## config.mk

```make
export PLATFORM = sky130hd
export DESIGN_NAME = adcms_sequencer
export DESIGN_NICKNAME = d
export VERILOG_FILES = /design/src/verilog/adcms_pkg.sv /design/src/verilog/adcms_sequencer.sv
export SDC_FILE = /design/constraint.sdc
export NUM_CORES = 1
export LEC_CHECK = 0
export ABC_AREA = 1
export BUFFER_PORTS_ARGS = -buffer_cell sky130_fd_sc_hd__buf_2
export CORE_ASPECT_RATIO = 1.2
export CORE_MARGIN = 1.5
export CORE_UTILIZATION = 50
export CTS_CLUSTER_SIZE = 8
export DETAILED_ROUTE_END_ITERATION = 7
export GPL_ROUTABILITY_DRIVEN = 0
export MAX_ROUTING_LAYER = met4
export PLACE_DENSITY_LB_ADDON = 0.2
export SLEW_MARGIN = 20
export SYNTH_ARGS = -nofsm -noshare
export SYNTH_HDL_FRONTEND = slang
export SYNTH_SLANG_ARGS = --single-unit
```

## constraint.sdc

```tcl
create_clock -name mclk -period 2.46 [get_ports mclk]
set_input_delay 0.246 -clock mclk [delete_from_list [all_inputs] [get_ports mclk]]
set_output_delay 0.246 -clock mclk [all_outputs]
set_load 0.05 [all_outputs]
```

## src/verilog/adcms_pkg.sv

```systemverilog
package adcms_pkg;

  // Operating modes.
  typedef enum logic [1:0] {
    ADCMS_ONE_SHOT = 2'h0,
    ADCMS_REPEAT   = 2'h1,
    ADCMS_SWEEP    = 2'h2
  } adcms_mode_e;

  // Conversion clock select.
  localparam logic [1:0] ADCMS_CLK_DIV4 = 2'h0;
  localparam logic [1:0] ADCMS_CLK_DIV3 = 2'h1;
  localparam logic [1:0] ADCMS_CLK_DIV2 = 2'h2;
  localparam logic [1:0] ADCMS_CLK_DIV1 = 2'h3;

  // Divider terminal counts, one per clock select.
  localparam logic [1:0] ADCMS_DIVTOP_4 = 2'h3;
  localparam logic [1:0] ADCMS_DIVTOP_3 = 2'h2;
  localparam logic [1:0] ADCMS_DIVTOP_2 = 2'h1;
  localparam logic [1:0] ADCMS_DIVTOP_1 = 2'h0;

  // Idle level of the trigger pin, used to preload the synchroniser.
  localparam logic       ADCMS_PIN_IDLE = 1'b1;

  // Sweep group codes: last channel of the group.
  localparam logic [2:0] ADCMS_SWEEP_LAST0 = 3'h1;
  localparam logic [2:0] ADCMS_SWEEP_LAST1 = 3'h3;
  localparam logic [2:0] ADCMS_SWEEP_LAST2 = 3'h5;
  localparam logic [2:0] ADCMS_SWEEP_LAST3 = 3'h7;

  localparam int         ADCMS_NCH      = 8;
  localparam int         ADCMS_RES_W    = 10;
  // Conversion-clock ticks per conversion.
  localparam logic [4:0] ADCMS_TICKS_8  = 5'h0A;
  localparam logic [4:0] ADCMS_TICKS_10 = 5'h0C;
  // Extra ticks spent sampling when sample-and-hold is on.
  localparam logic [4:0] ADCMS_TICKS_SH = 5'h04;
  localparam logic [9:0] ADCMS_MASK_8   = 10'h0FF;
  localparam logic [9:0] ADCMS_RES_ZERO = 10'h000;

  typedef struct packed {
    adcms_mode_e mode;
    logic        ext_trig_sel;
    logic [1:0]  clk_sel;
    logic        res10;
    logic        sample_hold;
    logic [2:0]  channel;
    logic        sweep_select_high;
    logic        sweep_select_low;
  } adcms_cfg_s;

  typedef enum logic [1:0] {
    ADCMS_IDLE = 2'h0,
    ADCMS_CONV = 2'h1,
    ADCMS_ARM  = 2'h3
  } adcms_state_e;

endpackage : adcms_pkg

```

## src/verilog/adcms_sequencer.sv

```systemverilog
`timescale 1ns/1ps
`default_nettype none

module adcms_sequencer
  import adcms_pkg::*;
(
  // Clock and reset.
  input  wire logic                   mclk,
  input  wire logic                   arst_n,
  // Software control.
  input  wire adcms_cfg_s             cfg,
  input  wire logic                   start_set,
  input  wire logic                   start_clr,
  input  wire logic                   irq_clr,
  // Trigger pin and converter core.
  input  wire logic                   ext_conv_trigger_pin,
  input  wire logic [ADCMS_RES_W-1:0] approx_value,
  // Status.
  output logic                        start_flag,
  output logic                        irq_request,
  output logic                        busy,
  output logic [2:0]                  conv_channel,
  output logic                        sample_active,
  output logic                        conv_tick,
  output logic [ADCMS_NCH-1:0][ADCMS_RES_W-1:0] result
);

  function automatic logic [2:0] sweep_last(input logic hi, input logic lo);
    unique case ({hi, lo})
      2'h0:    sweep_last = ADCMS_SWEEP_LAST0;
      2'h1:    sweep_last = ADCMS_SWEEP_LAST1;
      2'h2:    sweep_last = ADCMS_SWEEP_LAST2;
      default: sweep_last = ADCMS_SWEEP_LAST3;
    endcase
  endfunction : sweep_last

  logic [2:0]   trig_sync_reg, trig_sync_next;
  logic         trig_level_reg, trig_level_next;
  logic         trig_fall;
  logic [1:0]   div_reg, div_next;
  logic [1:0]   div_top;
  adcms_state_e state_reg, state_next;
  logic [4:0]   tick_reg, tick_next;
  logic [4:0]   tick_total;
  logic [2:0]   chan_reg, chan_next;
  logic         start_reg, start_next;
  logic         irq_reg, irq_next;
  logic [ADCMS_NCH-1:0][ADCMS_RES_W-1:0] res_reg, res_next;
  logic         done;
  logic [ADCMS_RES_W-1:0] stored;

  // The trigger is qualified only once the second and third stages agree,
  // so a one-cycle glitch does not count as an edge.
  always_comb begin
    trig_sync_next  = {trig_sync_reg[1:0], ext_conv_trigger_pin};
    trig_level_next = trig_level_reg;
    if (trig_sync_reg[2] == trig_sync_reg[1]) begin
      trig_level_next = trig_sync_reg[2];
    end
  end
  assign trig_fall = trig_level_reg & ~trig_level_next;

  // The divider runs free, so the first tick of a conversion may come up to
  // three clocks after the start; only the number of ticks must be exact.
  always_comb begin
    unique case (cfg.clk_sel)
      ADCMS_CLK_DIV4: div_top = ADCMS_DIVTOP_4;
      ADCMS_CLK_DIV3: div_top = ADCMS_DIVTOP_3;
      ADCMS_CLK_DIV2: div_top = ADCMS_DIVTOP_2;
      default:        div_top = ADCMS_DIVTOP_1;
    endcase
    conv_tick = (div_reg >= div_top);
    div_next  = conv_tick ? 2'h0 : div_reg + 2'h1;
  end

  always_comb begin
    tick_total = cfg.res10 ? ADCMS_TICKS_10 : ADCMS_TICKS_8;
    if (cfg.sample_hold) begin
      tick_total = tick_total + ADCMS_TICKS_SH;
    end
  end

  assign done   = (state_reg == ADCMS_CONV) && conv_tick &&
                  (tick_reg == tick_total - 5'h01);
  assign stored = cfg.res10 ? approx_value : (approx_value & ADCMS_MASK_8);

  always_comb begin
    state_next = state_reg;
    tick_next  = tick_reg;
    chan_next  = chan_reg;
    start_next = start_reg;
    irq_next   = irq_reg & ~irq_clr;
    res_next   = res_reg;
    if (state_reg == ADCMS_CONV && conv_tick) begin
      tick_next = tick_reg + 5'h01;
    end
    unique case (state_reg)
      ADCMS_IDLE: begin
        if (start_set) begin
          start_next = 1'b1;
          tick_next  = 5'h00;
          if (cfg.mode == ADCMS_SWEEP) begin
            chan_next  = 3'h0;
            state_next = ADCMS_CONV;
          end else if (cfg.mode == ADCMS_ONE_SHOT && cfg.ext_trig_sel) begin
            chan_next  = cfg.channel;
            state_next = ADCMS_ARM;
          end else begin
            chan_next  = cfg.channel;
            state_next = ADCMS_CONV;
          end
        end
      end
      ADCMS_ARM: begin
        if (trig_fall) begin
          tick_next  = 5'h00;
          state_next = ADCMS_CONV;
        end
      end
      ADCMS_CONV: begin
        if (cfg.ext_trig_sel && cfg.mode == ADCMS_ONE_SHOT && trig_fall) begin
          tick_next = 5'h00;
        end else if (done) begin
          res_next[chan_reg] = stored;
          tick_next = 5'h00;
          unique case (cfg.mode)
            ADCMS_REPEAT: begin
              // Interrupt request deliberately untouched here.
            end
            ADCMS_SWEEP: begin
              if (chan_reg == sweep_last(cfg.sweep_select_high,
                                         cfg.sweep_select_low)) begin
                irq_next   = 1'b1;
                start_next = 1'b0;
                state_next = ADCMS_IDLE;
              end else begin
                chan_next = chan_reg + 3'h1;
              end
            end
            default: begin
              irq_next = 1'b1;
              if (cfg.ext_trig_sel) begin
                state_next = ADCMS_ARM;
              end else begin
                start_next = 1'b0;
                state_next = ADCMS_IDLE;
              end
            end
          endcase
        end
      end
      default: state_next = ADCMS_IDLE;
    endcase
    // A software clear of the start flag, with start_set low in the same cycle, stops any mode at once.
    if (start_clr && !start_set) begin
      start_next = 1'b0;
      state_next = ADCMS_IDLE;
    end
  end

  // The synchroniser starts at the pin's idle level, so that the release of
  // reset can never look like a falling edge.
  always_ff @(posedge mclk or negedge arst_n) begin
    if (!arst_n) begin
      trig_sync_reg  <= {3{ADCMS_PIN_IDLE}};
      trig_level_reg <= ADCMS_PIN_IDLE;
    end else begin
      trig_sync_reg  <= trig_sync_next;
      trig_level_reg <= trig_level_next;
    end
  end

  always_ff @(posedge mclk or negedge arst_n) begin
    if (!arst_n) begin
      div_reg <= 2'h0;
    end else begin
      div_reg <= div_next;
    end
  end

  always_ff @(posedge mclk or negedge arst_n) begin
    if (!arst_n) begin
      state_reg      <= ADCMS_IDLE;
      tick_reg       <= 5'h00;
      chan_reg       <= 3'h0;
      start_reg      <= 1'b0;
      irq_reg        <= 1'b0;
      res_reg        <= '0;
    end else begin
      state_reg      <= state_next;
      tick_reg       <= tick_next;
      chan_reg       <= chan_next;
      start_reg      <= start_next;
      irq_reg        <= irq_next;
      res_reg        <= res_next;
    end
  end

  assign start_flag    = start_reg;
  assign irq_request   = irq_reg;
  assign busy          = (state_reg == ADCMS_CONV);
  assign conv_channel  = chan_reg;
  assign sample_active = busy && cfg.sample_hold && (tick_reg < ADCMS_TICKS_SH);
  assign result        = res_reg;

endmodule : adcms_sequencer

`default_nettype wire

```

======== After elaboration in Yosys (flattened, before gate mapping) ========
Index checks and enable logic that the tools add are counted.
operators by class
  bitwise gates (word level) .............. 5
  $lt $le $gt $ge ......................... 4
  muxes and demuxes ....................... 51
  equal/unequal tests ..................... 23
  reduce and logical (&&, ||, !) cells .... 19
  add/subtract/negate cells ............... 5
operator list
  operator                                                                count
  80-bit bitwise mux                                                      1
  3-bit 2-to-1 mux                                                        11
  10-bit demux with 3-bit select                                          1
  5-bit 2-to-1 mux                                                        6
  10-bit 2-to-1 mux                                                       2
  2-bit 2-to-1 mux                                                        10
  5-bit case mux with 3 select lines                                      1
  2-bit case mux with 3 select lines                                      2
  6-bit AND reduction                                                     2
  1-bit 2-to-1 mux                                                        11
  3-bit != test (second input constant)                                   3
  3-bit case mux with 3 select lines                                      1
  2-bit by 1-bit equality test with 1-bit output (second input constant)  4
  2-bit equality test (second input constant)                             4
  1-bit logical AND                                                       8
  2-bit logical NOT                                                       4
  4-bit by 2-bit != test with 1-bit output (second input constant)        2
  7-bit AND reduction                                                     1
  2-bit != test (second input constant)                                   3
  1-bit case mux with 2 select lines                                      3
  3-bit case mux with 2 select lines                                      1
  4-bit by 3-bit adder with 5-bit output (second input constant)          1
  5-bit by 1-bit adder with 5-bit output (second input constant)          1
  5-bit equality test                                                     1
  19 further kinds                                                        23
word-level totals
  bits in registers ....................... 98
  bits of input ports ..................... 28
  logic and storage cells ................. 123
  output and inout bits ................... 88

======== Depth between registers and ports, before layout ========
  depth in word-level cells ............... 16
  mapped depth ............................ 12
  depth with buffers taken out ............ 12

======== Worst setup path before layout ========
Ideal clock, no wire load.
  path kind ............................... flip-flop to output port
  start point ............................. register state_reg[1]
  end point ............................... output sample_active
  cell stages (with the launch flop) ...... 4
  arrival time ............................ 1688 ps
  buffers on the path ..................... 0
  path slack .............................. 526 ps
  data required time ...................... 2214 ps
  cells stage by stage .................... dfrtp_1 > inv_4 > nand2_8 > nor3_1
between the ends
  longest elaborated chain between the ends .. 3
ends and longest elaborated chain
  item                                            RTL line                source
  start: declaration                              adcms_sequencer.sv:42   adcms_state_e state_reg, state_next;
  start signal: assignment                        adcms_sequencer.sv:190  state_reg <= state_next;
  2-bit by 1-bit equality test with 1-bit output  adcms_sequencer.sv:201  assign busy = (state_reg == ADCMS_CONV);
  1-bit logical AND (2 in series)                 adcms_sequencer.sv:203  assign sample_active = busy && cfg.sample_hold && (tick_reg < ADCMS_TICKS_SH);
  end: declaration                                adcms_sequencer.sv:23   output logic sample_active,
No other way between the ends.

======== Worst setup path after layout ========
  start point ............................. register div_reg[0]
  end point ............................... register res_reg (netlist bit result[38])
between the ends
  longest elaborated chain between the ends .. 4
ends and longest elaborated chain
  item                             RTL line                source
  start: declaration               adcms_sequencer.sv:40   logic [1:0] div_reg, div_next;
  start signal: assignment         adcms_sequencer.sv:177  div_reg <= div_next;
  2-bit >= comparator              adcms_sequencer.sv:72   conv_tick = (div_reg >= div_top);
  1-bit logical AND (2 in series)  adcms_sequencer.sv:83   assign done = (state_reg == ADCMS_CONV) && conv_tick &&
  3-bit AND reduction (no line)    n/a
  end signal: assignment           adcms_sequencer.sv:195  res_reg <= res_next;
  end: declaration                 adcms_sequencer.sv:48   logic [ADCMS_NCH-1:0][ADCMS_RES_W-1:0] res_reg, res_next;
No other way between the ends.
A chain may end at the register's enable or synchronous reset.

==> results.md <==
* Status: complete, no violations
* Clock transition at the registers of the reported paths at 0.09 ns
* Final WS setup at 0.463 ns
* R2R depth at 10
* Final HPWL DP at 8110 µm
* Core Box Area at 8940 µm²
* Vias/cell at 4.93
* R2r startpoint: div_reg[0]$_DFF_PN0_
* Worst slew pin tran at 0.484 ns
* Clock root buffer: clkbuf_8
* Hold slack final at 0.128 ns
* CTS tree: built
* Area growth syn-to-layout at 19.6%
* Aggregate routed wire length at 11,300 µm
* GRT Overall Usage at 25.4%
* F_max at 0.501 GHz
* Worst min path class: input pin to flop
* CTS H-tree lvls at 3
* Synth warn at 0
* Layout cell share with drive strength beyond 1 at 26.4%
* Worst-case clock buffer depth at 2
* Die area at 9710 µm²
* Finished Cell Area at 5450 µm²
* CP Class: flop to flop
* Residual DRC at 0
* Internal power at 2.42 mW
* Max_cap viols at 0
* Async SR Flop Fraction at 100%
* Die height at 108 µm
* Ys flop type: dfrtp_1
* Pre-CTS WS at 0.479 ns
* Syn avg cell area at 8.56 µm²
* Flops & latches, synth at 98
* Post-synth top area share at 51.6%
* Post-synth EDFFs at 0
* Iter 0 DRT Violations at 237
* WP data required at 2.77 ns
* Final worst-path cycle share at 81.2%
* Cell variety after synth at 34
* Arr. time, crit path at 2.30 ns
* Die W at 90.2 µm
* Critical-path maximum fanout at 10
* Maximum VDD drop at 0.348 mV
* I/O pins at 116
* Starting density of the core at 51.0%
* Critical Path Source Type: flop
* Sw Ratio at 40.8%
* Clock sink count at 98
* Total gr overflow at 0
* Pwr Density at 748 nW/µm²
* Worst hold path depth at 4
* Router iterations before antenna repair at 4
* Slew headroom at 67.7%
* Syn_nets at 568
* Sw Pwr at 1.66 mW
* Number of CTS-inserted buffers at 9
* Hold worst-path end: irq_request$_DFF_PN0_
* Skew final at 0.00823 ns
* Commonest non-fill, non-tap cell in the layout: nand2_1
* Cell Area, Synth at 4560 µm²
* DR WL/cell at 14.5 µm
* Post-Syn Instances at 533
* Largest net degree at the start of global routing at 46
* Min-delay src: irq_clr
* Lkg Pwr at 3.41 nW
* Vias in the first global route at 3,691
* Final Hold Vio Count at 0
* DRT antenna net count at 0
* Logic pwr share at 32.3%
* Worst r2r dst: result[38]$_DFFE_PN0P_
* Antenna Diode Count at 0
* Area leader, netlist: dfrtp_1
* Max reg flops at 80
* Initial antenna violation count at 0
* Via count at 3,834
* RSZ-0062 raised after global routing: false
* Setup violations, final at 0
* First-pass GRT wire length at 18,500 µm
* Clock share of power at 22.6%
* Register area share after synthesis at 53.9%
* Worst-Skew Late Latency at 0.37 ns
* Nets at 688
* Setup TNS at 0 ns
* Std-Cell Rows at 38
* Seq pwr share at 45.1%
* Most frequent cells in the layout: nand2_1, buf_2, dfrtp_1
* Top cells by area, synth: dfrtp_1, nand2_1, nor3_4
* Crit. End Element: flop
* Reg2Reg Setup Slack at 0.46 ns
* Placed Area at 5270 µm²
* # port buffers at 115
* Tmin final at 2.00 ns
* Fin. max-slew vios at 0
==> area by class of cell <==
cell class              count  area (µm²)
fillers                   818        3480
flip-flops and latches     98        2460
multi-input cells         389        1910
repair buffers            120         633
well taps                 120         150
inverters                  35         139
clock buffers              11         131
clock inverters             5        31.3
==> power groups by stage <==
stage	Clock [mW]	Sequential, mW	Combinational [mW]
after floorplan	0	2.00	0.890
after global placement	0	1.86	1.29
after detailed placement	0	1.87	1.31
after CTS	0.938	1.84	1.32
after global routing	0.996	1.86	1.45
final	0.922	1.84	1.32
==> critical path, stage by stage (launching register included) <==
cell      delay (ns)
dfrtp_1         0.39
inv_1           0.06
ha_1            0.27
nand2_1         0.08
nand3b_4        0.13
nand2_8         0.08
nor2_8          0.19
nand2_8         0.14
nor3_4          0.38
nand2_1         0.09
nand2_1         0.09
==> synth_stat cells, types with 4 or more instances <==
master / count
nand2_4: 9
dfrtp_1: 94
ha_1: 7
nand3_1: 14
inv_1: 27
a21oi_1: 6
inv_2: 5
nor3_4: 8
buf_1: 8
nor2_2: 4
dfstp_2: 4
nand4_1: 4
o21ai_0: 11
nor2_1: 21
nand2_1: 285
==> routing by layer <==
layer	vias to the layer above	GRT usage, %	share of wire, %
met4	0	10.4	2.2
met5	-	-	0
met2	119	41.2	49
met3	19	3.18	5.3
met1	1821	32.6	44
li1	1875	-	-
==> timing repair <==
action	4_1_cts	5_1_grt
gates resized for setup	0	0
buffers inserted	0	0
hold buffers	2	0
endpoints found under the hold margin	29	0
==> metrics by stage <==
stage               std cells  util (%)  total power, mW
finish                    778      61.0             4.08
global route              778      61.0             4.31
CTS                       778      61.0             4.10
detailed placement        760      59.0             3.18
global placement          760      59.0             3.15
floorplan                 533         -             2.89
==> logic make-up after synthesis <==
group / synth area share [%]
AO/OA/AOI/OAI: 2.66
flip-flops: 53.9
AND/OR/NAND/NOR: 36.6
XOR/XNOR: 0.768
adder cells (fa/ha/maj): 1.92
buffers and inverters: 4.20
==> how the worst max path moves through the flow <==
stage                        endpoint  cells after the start                     start
4_1_cts        result[38]$_DFFE_PN0P_                      9      div_reg[1]$_DFF_PN0_
5_1_grt        result[38]$_DFFE_PN0P_                     11      div_reg[0]$_DFF_PN0_
2_1_floorplan           sample_active                      3  state_reg[1]$_DFFE_PN0P_
3_3_place_gp   result[33]$_DFFE_PN0P_                     10      div_reg[0]$_DFF_PN0_
3_5_place_dp   result[38]$_DFFE_PN0P_                      9      div_reg[1]$_DFF_PN0_
6_report       result[38]$_DFFE_PN0P_                     10      div_reg[0]$_DFF_PN0_
Power figures use the tool's default switching activity.
